--- src/ddx_pkg.sv ---
// Package for the drive data-set exchange block: constants and carriers
//
// Overview of operation
// - Data set one carries command word, primary reference, secondary reference, in order.
// - Command bits 11 to 15 are passed out for configurable use.
// - Bit0 switches on, bit1 low freewheels, bit2 low halts, bit3 runs.
// - Command bits 0 to 3 act only when command source is the bus.
// - Rising bit 7 resets faults; bits 8 and 9 enable inching speeds.
// - Data set two returns state word and two selectable actual values.
// - State bits 11 to 14 come from four separate selectors.
// - State bits 0..3 ready, ready-run, running, fault; bit15 optical link fault.
// - Bits 4,5 low in freewheel/halt; 7 alarm, 8 at ref, 9 remote, 10 speed high.
// - Supply on, drive off, no fault: bits 0,4,5,9 held at one.
// - Data set three word one bits 0..4 drive digital outputs 1..5.
// - Data set three words two and three drive analogue outputs, 4096 counts per 10 V.
// - Data set four returns field current, power, torque.
// - Four data sets of three sixteen-bit words are exchanged.
`default_nettype none
package ddx_pkg;
    localparam int WORD_W = 16;
    localparam int NUM_SETS = 4;
    localparam int WORDS_PER_SET = 3;
    localparam int NUM_SEL_SRC = 16;
    localparam int SEL_W = 4;
    // Command word bit positions
    localparam int CMD_ON = 0;
    localparam int CMD_FREEWHEEL_N = 1;
    localparam int CMD_HALT_N = 2;
    localparam int CMD_RUN = 3;
    localparam int CMD_RESET = 7;
    localparam int CMD_INCH1 = 8;
    localparam int CMD_INCH2 = 9;
    localparam int CMD_CFG_LO = 11;
    localparam int CMD_CFG_HI = 15;
    // State word bit positions
    localparam int ST_RDY_ON = 0;
    localparam int ST_RDY_RUN = 1;
    localparam int ST_RUNNING = 2;
    localparam int ST_FAULT = 3;
    localparam int ST_FREEWHEEL_N = 4;
    localparam int ST_HALT_N = 5;
    localparam int ST_ALARM = 7;
    localparam int ST_AT_REF = 8;
    localparam int ST_REMOTE = 9;
    localparam int ST_OVER_LEVEL = 10;
    localparam int ST_CFG_LO = 11;
    localparam int ST_LINK_FAULT = 15;
    localparam int NUM_CFG_STATE = 4;
    localparam int NUM_DOUT = 5;
    localparam int AOUT_FULL_SCALE = 4096;
    localparam int AOUT_FULL_VOLTS = 10;
    // Sign plus a full 4096 needs fourteen bits; thirteen would wrap +4096 to -4096
    localparam int AOUT_W = 14;
    // Reset values
    localparam logic [15:0] CMD_RESET_VAL = 16'h0006;
    localparam logic [15:0] ZERO_WORD = 16'h0000;
    // Command source setting
    localparam logic [1:0] SRC_MACRO = 2'h0;
    localparam logic [1:0] SRC_TERMINALS = 2'h1;
    localparam logic [1:0] SRC_BUS = 2'h2;
    localparam logic [1:0] SRC_KEY = 2'h3;

    typedef struct packed {
        logic drive_on;
        logic freewheel_n;
        logic emergency_halt_n;
        logic run;
        logic fault_reset;
        logic inch_speed_1;
        logic inch_speed_2;
        logic [4:0] cfg_cmd_bits;
    } ddx_cmd_s;

    typedef struct packed {
        logic rdy_on;
        logic ready_for_operation;
        logic running;
        logic fault;
        logic freewheel_n;
        logic emergency_halt_active_n;
        logic alarm;
        logic reference_reached;
        logic remote;
        logic speed_over_level;
        logic optical_link_fault;
    } ddx_stat_s;

    typedef enum logic [2:0] {
        RX_W1 = 3'h1,
        RX_W2 = 3'h2,
        RX_W3 = 3'h4
    } ddx_rx_e;
endpackage
`default_nettype wire

--- src/ddx_exchange.sv ---
// Data-set exchange between drive and controller: word stream in and out
`default_nettype none
module ddx_exchange
    import ddx_pkg::*;
#(
    parameter int NSRC = NUM_SEL_SRC
)(
    input  wire logic                     MCLK,
    input  wire logic                     RST_N,
    // Received words from the serial port
    input  wire logic                     RX_VALID,
    input  wire logic [1:0]               RX_SET,
    input  wire logic [WORD_W-1:0]        RX_WORD,
    input  wire logic                     RX_FRAME_START,
    // Transmit request: which set, which word
    input  wire logic                     TX_REQ,
    input  wire logic [1:0]               TX_SET,
    input  wire logic [1:0]               TX_IDX,
    output logic                          TX_VALID,
    output logic [WORD_W-1:0]             TX_WORD,
    // Drive configuration and status
    input  wire logic [1:0]               CMD_SOURCE,
    input  wire logic                     SUPPLY_ON,
    input  wire ddx_pkg::ddx_stat_s       STAT,
    input  wire logic [NSRC-1:0]          SEL_SOURCES,
    input  wire logic [NUM_CFG_STATE*SEL_W-1:0] SEL_CFG,
    input  wire logic [WORD_W-1:0]        ACTUAL_1,
    input  wire logic [WORD_W-1:0]        ACTUAL_2,
    input  wire logic [WORD_W-1:0]        FIELD_CURRENT,
    input  wire logic [WORD_W-1:0]        POWER_ACT,
    input  wire logic [WORD_W-1:0]        TORQUE_ACT,
    // Decoded outputs
    output ddx_pkg::ddx_cmd_s             CMD,
    output logic [WORD_W-1:0]             DRIVE_COMMAND_WORD,
    output logic [WORD_W-1:0]             SPEED_REF_MAIN,
    output logic [WORD_W-1:0]             SPEED_REF_AUX,
    output logic [NUM_DOUT-1:0]           DIGITAL_OUTPUTS_1_TO_5,
    output logic [AOUT_W-1:0]             ANALOG_OUTPUT_1,
    output logic [AOUT_W-1:0]             ANALOG_OUTPUT_2
);
    // ----------------------------------------------------------------
    // Receive word sequencing
    // ----------------------------------------------------------------
    ddx_rx_e rx_pos, next_rx_pos;
    logic [WORD_W-1:0] cmd_word, next_cmd_word;
    logic [WORD_W-1:0] ref_main, next_ref_main;
    logic [WORD_W-1:0] ref_aux, next_ref_aux;
    logic [WORD_W-1:0] dset3_w1, next_dset3_w1;
    logic [WORD_W-1:0] dset3_w2, next_dset3_w2;
    logic [WORD_W-1:0] dset3_w3, next_dset3_w3;

    // Words of each set arrive in fixed order; a frame start restarts the count
    always_comb
    begin
        next_rx_pos = rx_pos;
        next_cmd_word = cmd_word;
        next_ref_main = ref_main;
        next_ref_aux = ref_aux;
        next_dset3_w1 = dset3_w1;
        next_dset3_w2 = dset3_w2;
        next_dset3_w3 = dset3_w3;
        if (RX_VALID)
        begin
            ddx_rx_e pos;
            pos = RX_FRAME_START ? RX_W1 : rx_pos;
            case (pos)
                RX_W1:
                begin
                    next_rx_pos = RX_W2;
                    if (RX_SET == 2'h0)
                        next_cmd_word = RX_WORD;
                    else if (RX_SET == 2'h2)
                        next_dset3_w1 = RX_WORD;
                end
                RX_W2:
                begin
                    next_rx_pos = RX_W3;
                    if (RX_SET == 2'h0)
                        next_ref_main = RX_WORD;
                    else if (RX_SET == 2'h2)
                        next_dset3_w2 = RX_WORD;
                end
                RX_W3:
                begin
                    next_rx_pos = RX_W1;
                    if (RX_SET == 2'h0)
                        next_ref_aux = RX_WORD;
                    else if (RX_SET == 2'h2)
                        next_dset3_w3 = RX_WORD;
                end
                default:
                    next_rx_pos = RX_W1;
            endcase
        end
    end

    always_ff @(posedge MCLK)
    begin
        if (!RST_N)
        begin
            rx_pos <= RX_W1;
            cmd_word <= CMD_RESET_VAL;
            ref_main <= ZERO_WORD;
            ref_aux <= ZERO_WORD;
            dset3_w1 <= ZERO_WORD;
            dset3_w2 <= ZERO_WORD;
            dset3_w3 <= ZERO_WORD;
        end
        else
        begin
            rx_pos <= next_rx_pos;
            cmd_word <= next_cmd_word;
            ref_main <= next_ref_main;
            ref_aux <= next_ref_aux;
            dset3_w1 <= next_dset3_w1;
            dset3_w2 <= next_dset3_w2;
            dset3_w3 <= next_dset3_w3;
        end
    end

    // ----------------------------------------------------------------
    // Command decode
    // ----------------------------------------------------------------
    ddx_cmd_s next_cmd;
    logic reset_prev, next_reset_prev;
    logic bus_src;
    logic [AOUT_W-1:0] next_ao1, next_ao2;
    logic [NUM_DOUT-1:0] next_dout;

    // Clamp to the output range: +-4096 counts is +-10 V, beyond is saturated
    function automatic logic [AOUT_W-1:0] ao_clamp(input logic [WORD_W-1:0] w);
        logic signed [WORD_W-1:0] s;
        s = signed'(w);
        if (s > AOUT_FULL_SCALE)
            ao_clamp = AOUT_W'(AOUT_FULL_SCALE);
        else if (s < -AOUT_FULL_SCALE)
            ao_clamp = AOUT_W'(-AOUT_FULL_SCALE);
        else
            ao_clamp = w[AOUT_W-1:0];
    endfunction

    assign bus_src = (CMD_SOURCE == SRC_BUS);

    always_comb
    begin
        next_cmd = CMD;
        // Force inactive levels (off, no freewheel, no halt, no run) while another source is in charge
        if (bus_src)
        begin
            next_cmd.drive_on = cmd_word[CMD_ON];
            next_cmd.freewheel_n = cmd_word[CMD_FREEWHEEL_N];
            next_cmd.emergency_halt_n = cmd_word[CMD_HALT_N];
            next_cmd.run = cmd_word[CMD_RUN];
        end
        else
        begin
            next_cmd.drive_on = 1'b0;
            next_cmd.freewheel_n = 1'b1;
            next_cmd.emergency_halt_n = 1'b1;
            next_cmd.run = 1'b0;
        end
        next_cmd.fault_reset = cmd_word[CMD_RESET] & ~reset_prev;
        next_cmd.inch_speed_1 = cmd_word[CMD_INCH1];
        next_cmd.inch_speed_2 = cmd_word[CMD_INCH2];
        next_cmd.cfg_cmd_bits = cmd_word[CMD_CFG_HI:CMD_CFG_LO];
        next_reset_prev = cmd_word[CMD_RESET];
        next_dout = dset3_w1[NUM_DOUT-1:0];
        next_ao1 = ao_clamp(dset3_w2);
        next_ao2 = ao_clamp(dset3_w3);
    end

    always_ff @(posedge MCLK)
    begin
        if (!RST_N)
        begin
            CMD <= '{freewheel_n: 1'b1, emergency_halt_n: 1'b1, default: '0};
            reset_prev <= 1'b0;
            DIGITAL_OUTPUTS_1_TO_5 <= '0;
            ANALOG_OUTPUT_1 <= '0;
            ANALOG_OUTPUT_2 <= '0;
            DRIVE_COMMAND_WORD <= CMD_RESET_VAL;
            SPEED_REF_MAIN <= ZERO_WORD;
            SPEED_REF_AUX <= ZERO_WORD;
        end
        else
        begin
            CMD <= next_cmd;
            reset_prev <= next_reset_prev;
            DIGITAL_OUTPUTS_1_TO_5 <= next_dout;
            ANALOG_OUTPUT_1 <= next_ao1;
            ANALOG_OUTPUT_2 <= next_ao2;
            // Bits 4,5,6,10 stored for readback but steer nothing
            DRIVE_COMMAND_WORD <= cmd_word;
            SPEED_REF_MAIN <= ref_main;
            SPEED_REF_AUX <= ref_aux;
        end
    end

    // ----------------------------------------------------------------
    // Transmit side
    // ----------------------------------------------------------------
    logic [WORD_W-1:0] state_word;
    logic [WORD_W-1:0] next_tx_word;
    logic next_tx_valid;

    ddx_state_compose #(
        .NSRC(NSRC)
    ) u_state (
        .stat        (STAT),
        .supply_on   (SUPPLY_ON),
        .sel_sources (SEL_SOURCES),
        .sel_cfg     (SEL_CFG),
        .word        (state_word)
    );

    always_comb
    begin
        next_tx_valid = TX_REQ;
        next_tx_word = ZERO_WORD;
        if (TX_REQ)
        begin
            case ({TX_SET, TX_IDX})
                4'h4: next_tx_word = state_word;
                4'h5: next_tx_word = ACTUAL_1;
                4'h6: next_tx_word = ACTUAL_2;
                4'hc: next_tx_word = FIELD_CURRENT;
                4'hd: next_tx_word = POWER_ACT;
                4'he: next_tx_word = TORQUE_ACT;
                default: next_tx_word = ZERO_WORD;
            endcase
        end
    end

    always_ff @(posedge MCLK)
    begin
        if (!RST_N)
        begin
            TX_VALID <= 1'b0;
            TX_WORD <= ZERO_WORD;
        end
        else
        begin
            TX_VALID <= next_tx_valid;
            TX_WORD <= next_tx_word;
        end
    end
endmodule
`default_nettype wire

--- src/ddx_state_compose.sv ---
// Combines drive status signals into the sixteen-bit state word
`default_nettype none
module ddx_state_compose
    import ddx_pkg::*;
#(
    parameter int NSRC = NUM_SEL_SRC
)(
    input  wire ddx_pkg::ddx_stat_s       stat,
    input  wire logic                     supply_on,
    input  wire logic [NSRC-1:0]          sel_sources,
    input  wire logic [NUM_CFG_STATE*SEL_W-1:0] sel_cfg,
    output logic [WORD_W-1:0]             word
);
    logic idle_ok;
    logic [NUM_CFG_STATE-1:0] cfg_bits;

    // Idle-ready bits forced high when supplied, off and healthy
    assign idle_ok = supply_on && !stat.running && !stat.fault;

    genvar g;
    generate
        for (g = 0; g < NUM_CFG_STATE; g++)
        begin : g_sel
            assign cfg_bits[g] = sel_sources[sel_cfg[g*SEL_W +: SEL_W]];
        end
    endgenerate

    always_comb
    begin
        word = ZERO_WORD;
        word[ST_RDY_ON] = stat.rdy_on | idle_ok;
        word[ST_RDY_RUN] = stat.ready_for_operation;
        word[ST_RUNNING] = stat.running;
        word[ST_FAULT] = stat.fault;
        word[ST_FREEWHEEL_N] = stat.freewheel_n | idle_ok;
        word[ST_HALT_N] = stat.emergency_halt_active_n | idle_ok;
        word[ST_ALARM] = stat.alarm;
        word[ST_AT_REF] = stat.reference_reached;
        word[ST_REMOTE] = stat.remote | idle_ok;
        word[ST_OVER_LEVEL] = stat.speed_over_level;
        word[ST_CFG_LO +: NUM_CFG_STATE] = cfg_bits;
        word[ST_LINK_FAULT] = stat.optical_link_fault;
    end
endmodule
`default_nettype wire

--- config.mk ---
export PLATFORM = sky130hd
export DESIGN_NAME = ddx_exchange
export DESIGN_NICKNAME = d
export VERILOG_FILES = /design/src/ddx_pkg.sv /design/src/ddx_exchange.sv /design/src/ddx_state_compose.sv
export SDC_FILE = /design/constraint.sdc
export NUM_CORES = 1
export LEC_CHECK = 0
export BUFFER_PORTS_ARGS = -buffer_cell sky130_fd_sc_hd__buf_2
export CORE_ASPECT_RATIO = 0.6
export CORE_MARGIN = 8
export CORE_UTILIZATION = 45
export CTS_BUF_LIST = sky130_fd_sc_hd__clkbuf_2
export DETAILED_ROUTE_END_ITERATION = 10
export PLACE_DENSITY = 0.87
export SKIP_LAST_GASP = 1
export SYNTH_ARGS = -nofsm -noshare
export SYNTH_HDL_FRONTEND = slang
export SYNTH_SLANG_ARGS = --single-unit
--- constraint.sdc ---
create_clock -name MCLK -period 1.3 [get_ports MCLK]
set_input_delay 0.26 -clock MCLK [delete_from_list [all_inputs] [get_ports MCLK]]
set_output_delay 0.26 -clock MCLK [all_outputs]
set_load 0.03 [all_outputs]
==> reports/results.tsv, run 1 <==
metric	value	unit
path_common_cell	buf_6	
grt_setup_unrepaired	true	
n_fill_cell	968	
htreeDepth	4	
vias	8303	
grtUsageTotal	28.6	%
period_share	130	%
hold_violations	2	
ir_drop	0.000674	V
yosysSeqAreaShare	49.5	%
synthFlopType	dfxtp_1	
nets	1381	
ys_ff_latch	191	
synthSimpleGateAreaFrac	22.8	%
cts_root_buffer	clkbuf_2	
total_leakage_power	5.77	nW
path_clk_slew	370	ps
failed_checks	negative hold slack, negative setup slack	
setup_viol	225	
clk_latency	770	ps
crit_path_max_incr_delay	450	ps
syn_area	7720	um2
clock_sinks	191	
layout-drive-gt1-share	49.3	%
path_class	flip-flop to flip-flop	
outcome	complete, but fails checks	
tns	-54620	ps
relSlewSlack	45.7	%
dp_hpwl	19000	um
synth-edff-count	0	
io_pins	263	
dieHeight	117	um
synth_compound_area_share	10.9	%
fin_crit	1690	ps
synth_cell_types	51	
synth_top_family_by_area	simple AND/OR/NAND/NOR gates	
yosysWarningCount	0	
slew_viol_final	0	
synthCells	786	
grt_first_pass_wirelength	48300	um
synthArstFlopShare	0	%
synth_fa_ha_area_share	0	%
total_power	11.1	mW
cts_tree	done	
syn_to_final_growth	68.6	%
drc	0	
die_width	185	um
critPathArrivalTime	2340	ps
syn-num-nets	939	
skew	66.2	ps
syn_avg_cell_area	9.82	um2
cp_slowest_cell	dfxtp_4	
crit_chain	buf_6 -> nor4b_4 -> buf_6 -> nand2_8 -> mux2i_1 -> nor2b_1	
grt_pass1_vias	8586	
crit_family	simple AND/OR/NAND/NOR gates	
cp_num_buf_inv	2	
antenna_left	0	
fp.coreArea	17000	um2
hold_slack	-14.5	ps
crit_path_end_kind	flip-flop	
port_buffers	262	
initial_core_util	45.5	%
grt_max_degree	62	
worstMarginPinSlew	814	ps
wl_per_cell	23.3	um
synthXorXnorAreaFrac	0	%
clockBufferDepth	2	
drv_cap	0	
std_cell_rows	37	
dieArea	21700	um2
worst_ep_required_time	1960	ps
drt_first_pass_iters	7	
finalWirelength	34400	um
viasPerCell	5.62	
power.density	853	nW/um2
fmax	592	MHz
startpoint_type	flip-flop	
worst_slack	-388	ps
numCtsBuffers	17	
drtIter0Drc	925	
crit_fanout	8	
antenna_found_initial	2	
place_congestion	0.960	
synthMuxAreaShare	12.1	%
min-delay-path-class	primary input to flip-flop	
overflow	0	
## power breakdown
part	leakage (nW)	switching (mW)	internal (mW)
clock network	0.170	2.64	0.790
registers	1.59	0.0451	5.94
logic	4.01	0.830	0.870
total	5.77	3.51	7.60
## layout by cell type (no fill, tap or decap), drive strengths merged, types with 4 or more instances in the layout
cell / n
nor3: 4
o21ai: 7
a222oi: 8
clkbuf: 19
clkinv: 5
dfxtp: 191
mux2i: 91
nor4: 6
nand2b: 4
dlygate4sd3: 120
a31oi: 15
nor2b: 64
a32o: 8
inv: 19
and2: 56
nor3b: 4
nand2: 104
a21boi: 34
nor2: 33
o41a: 5
nand3b: 9
a22oi: 11
nand3: 24
a21oi: 7
nand4: 9
buf: 359
## tightest hold or removal path: cells and delay by family
family          cells  cell delay, ps
compound gates      2             250
buf+inv             1              70
mux                 1             150
## cell type report
class | count | area (um2) | share of cell area, %
Clock buffer | 17 | 85.1 | 0.653
Multi-Input combinational cell | 528 | 4190 | 32.2
Sequential cell | 191 | 3970 | 30.5
Inverter | 9 | 33.8 | 0.259
Timing Repair Buffer | 481 | 4230 | 32.5
Antenna cell | 2 | 5.00 | 0.0384
Tap cell | 234 | 293 | 2.25
Clock inverter | 15 | 215 | 1.65
## state kept, by name, summed over array words and instances, names as in the netlist
name and flops:
ANALOG_OUTPUT_1 14, DIGITAL_OUTPUTS_1_TO_5 5, cmd_word 16, ref_main 16, dset3_w2 16, TX_VALID 1, DRIVE_COMMAND_WORD 11, ANALOG_OUTPUT_2 14
SPEED_REF_AUX 16, rx_pos 3, ref_aux 16, TX_WORD 16, dset3_w1 5, dset3_w3 16, CMD 10, SPEED_REF_MAIN 16
## cells in the mapped netlist (11+ instances only)
library cell  count  area, um2
dfxtp_1         191       3820
nand2_1          99        372
mux2i_1          91        911
nor2b_1          64        400
and2_1           55        344
nor2_1           33        124
clkbuf_1         26       97.6
nand3_1          24        120
a21boi_1         20        150
buf_2            17       85.1
a31oi_1          15       93.8
a21boi_0         14        105
buf_4            14        105
a22oi_1          11       82.6
## metal layers
metal  vias to the layer above  track usage, %  wire length (um)
met5                         -               0                 0
met4                         0            15.0              1950
met3                       163            7.71              3530
met2                       615            48.2             16500
met1                      3916            32.6             12300
li1                       3609               -                 -
## final timing paths
check | startpoint | to | slack (ps) | cells past startpoint
min reg2reg | cmd_word[3] | CMD[8] | 430 | 2
max reg2reg | rx_pos[0] | ref_aux[2] | -390 | 6
max | rx_pos[0] | ref_aux[2] | -390 | 6
min | ACTUAL_1[6] | TX_WORD[6] | -10 | 4
## per-stage QoR
stage / instance area (um2) / worst slack, ps / utilization, % / std cells / hold slack, ps
2_1_floorplan: 7800 / -80.4 / - / 786 / 385
3_3_place_gp: 9750 / -232 / 57.4 / 1304 / 397
3_5_place_dp: 9750 / -259 / 57.4 / 1304 / 402
4_1_cts: 12500 / -331 / 73.6 / 1472 / 1.03
5_1_grt: 13000 / -450 / 76.6 / 1477 / -11.5
6_report: 13000 / -388 / 76.6 / 1477 / -14.5
## repair_timing
item / in CTS / in global routing
endpoints found under the setup margin: 219 / 228
cloned: 8 / 1
setup buffers: 6 / 7
hold buffers: 122 / 3
resized for setup: 391 / 117
hold endpoints to repair: 138 / 2
pin swaps: 53 / 45
## cells by family after synthesis
| family | after synthesis |
|---|---|
| multiplexers | 93 |
| AO/OA/AOI/OAI | 108 |
| flip-flops | 191 |
| AND/OR/NAND/NOR | 324 |
| buffers and inverters | 70 |
(Power assumes the default switching activity.)
==> run 2, diff against run 1 <==
Settings changed: REMOVE_ABC_BUFFERS from default to 1.
==> run 2 against run 1 <==
Compared with the run above: the run still ends with negative hold slack, negative setup slack left; flip-flop and latch count did not move; first-iteration DRC count rose by 2.6%; final cell count rose by 1.4%; via count rose by 2.6%; critical path depth fell by 1; sequential share of layout area fell by 0.12 points.
==> reports/results.tsv, run 2 (same netlist as run 1, synthesis figures left out) <==
metric	value	unit	change
grtUsageTotal	29.8	%	+1.2 points
io_pins	263		unchanged
cts_tree	done		
overflow	0		unchanged
drt_first_pass_iters	6		-1
crit_path_end_kind	flip-flop		
failed_checks	negative hold slack, negative setup slack		
drtIter0Drc	949		+2.6%
wl_met1	12800	um	+3.4%
clockBufferDepth	2		unchanged
clk_latency	860	ps	+90 ps
setup_viol	229		+1.8%
grt_setup_unrepaired	true		
finalWirelength	35800	um	+4.2%
fp.coreArea	17000	um2	unchanged
power.density	869	nW/um2	+1.8%
std_cell_rows	37		unchanged
grt_pass1_vias	9034		+5.2%
initial_core_util	45.5	%	unchanged
drv_cap	0		unchanged
die_width	185	um	unchanged
port_buffers	262		unchanged
min-delay-path-class	primary input to flip-flop		
fin_crit	1800	ps	+109 ps
cts_root_buffer	clkbuf_2		
startpoint_type	flip-flop		
top_layer_used	met4		
routed-wl-met3	3500	um	-0.94%
slew_viol_final	0		unchanged
antenna_left	0		unchanged
skew	77.1	ps	+10.8 ps
path_class	flip-flop to flip-flop		
numCtsBuffers	17		unchanged
final_common_cell	buf_2		
layout.cells.most_common_list	buf_2, dlygate4sd3_1, buf_6, dfxtp_2, mux2i_1		
critPathArrivalTime	2530	ps	+190 ps
grt_max_degree	87		+40%
placed_cells	1313		+0.69%
htreeDepth	4		unchanged
fmax	557	MHz	-6.1%
ir_drop	0.000648	V	-3.9%
fin_cells	1498		+1.4%
antenna_found_initial	3		+1
nets	1401		+1.4%
relSlewSlack	54.9	%	+9.2 points
dieArea	21700	um2	unchanged
vias	8522		+2.6%
crit_fanout	8		unchanged
finish.utilization	77.1	%	+0.50 points
dp_hpwl	18900	um	-0.63%
hold_violations	1		-1
drc	0		unchanged
hold_slack	-28.3	ps	-13.8 ps
wl_per_cell	23.9	um	+2.7%
syn_to_final_growth	69.7	%	
route.met2.wl	17100	um	+3.6%
grt_first_pass_wirelength	50700	um	+4.9%
dieHeight	117	um	unchanged
worst_ep_required_time	2030	ps	+70 ps
total_power	11.4	mW	+2.5%
layout-drive-gt1-share	48.8	%	-0.54 points
clock_sinks	191		unchanged
path_clk_slew	330	ps	-40 ps
period_share	138	%	+8.4 points
total_leakage_power	5.75	nW	-0.40%
worstMarginPinSlew	676	ps	-138 ps
worst_slack	-497	ps	-109 ps
outcome	complete, but fails checks		
viasPerCell	5.69		+1.2%
place_congestion	0.891		-7.2%
==> run 2: cell count changes in the layout (fill, tap and decap cells not counted), moves of 3 or more <==
cell           delta
nand2_1           +4
nand3_1           +6
nand2_2           +8
buf_8             +5
nand2_4          -12
buf_4             +4
nand3_4           -4
nor2b_2           +3
dlygate4sd3_1    +13
buf_16            -3
dfxtp_4           +3
==> run 2: report_power, final <==
group | leakage [nW] | total, mW | internal (mW) | switching [mW]
clock network | 0.176 | 3.67 | 0.846 | 2.83
logic | 3.98 | 1.73 | 0.906 | 0.822
registers | 1.60 | 5.99 | 5.94 | 0.0470
==> run 2: through the flow <==
stage	TNS (ps)	setup slack, ps	area (um2)
floorplan	-49790	-966	7400
global placement	-13720	-298	9820
detailed placement	-20790	-371	9820
CTS	-47550	-361	12600
global route	-69200	-529	13100
finish	-59630	-497	13100
==> run 2: repair_timing <==
item                                    in CTS  in global routing
hold buffers                               134                  4
setup buffers                                9                  7
pin swaps                                   71                 32
resized for setup                          392                126
gates cloned                                 5                  0
endpoints found under the hold margin      129                 49
endpoints found under the setup margin     220                237
==> run 2: area by class of cell <==
cell class              count  area [um2]
diodes                      3        7.51
clock buffers              17        85.1
clock inverters            15         228
fillers                   957        3880
inverters                   9        33.8
multi-input cells         527        4090
flip-flops and latches    191        3980
well taps                 234         293
repair buffers            502        4390
==> run 2: path summary, 6_finish.rpt <==
kind                              start                  to  slack (ps)  cells after the start
hold reg to reg   DRIVE_COMMAND_WORD[7]              CMD[7]         430                      1
hold / removal            POWER_ACT[15]         TX_WORD[15]         -30                      4
setup reg to reg           dset3_w3[11]  ANALOG_OUTPUT_2[5]        -500                      5
setup / recovery           dset3_w3[11]  ANALOG_OUTPUT_2[5]        -500                      5
==> run 2: metal layers <==
metal / GRT usage [%] / vias to the layer above
li1: - / 3656
met1: 33.8 / 4003
met2: 49.4 / 643
met3: 8.69 / 220
met4: 16.9 / 0
met5: 0 / -
==> run 2: worst max-delay path, cell delays in order, from the launching register on <==
cell and delay (ps):
dfxtp_1 450, nor4_4 350, a31oi_1 150, o41a_1 400
buf_6 190, nor2_1 180
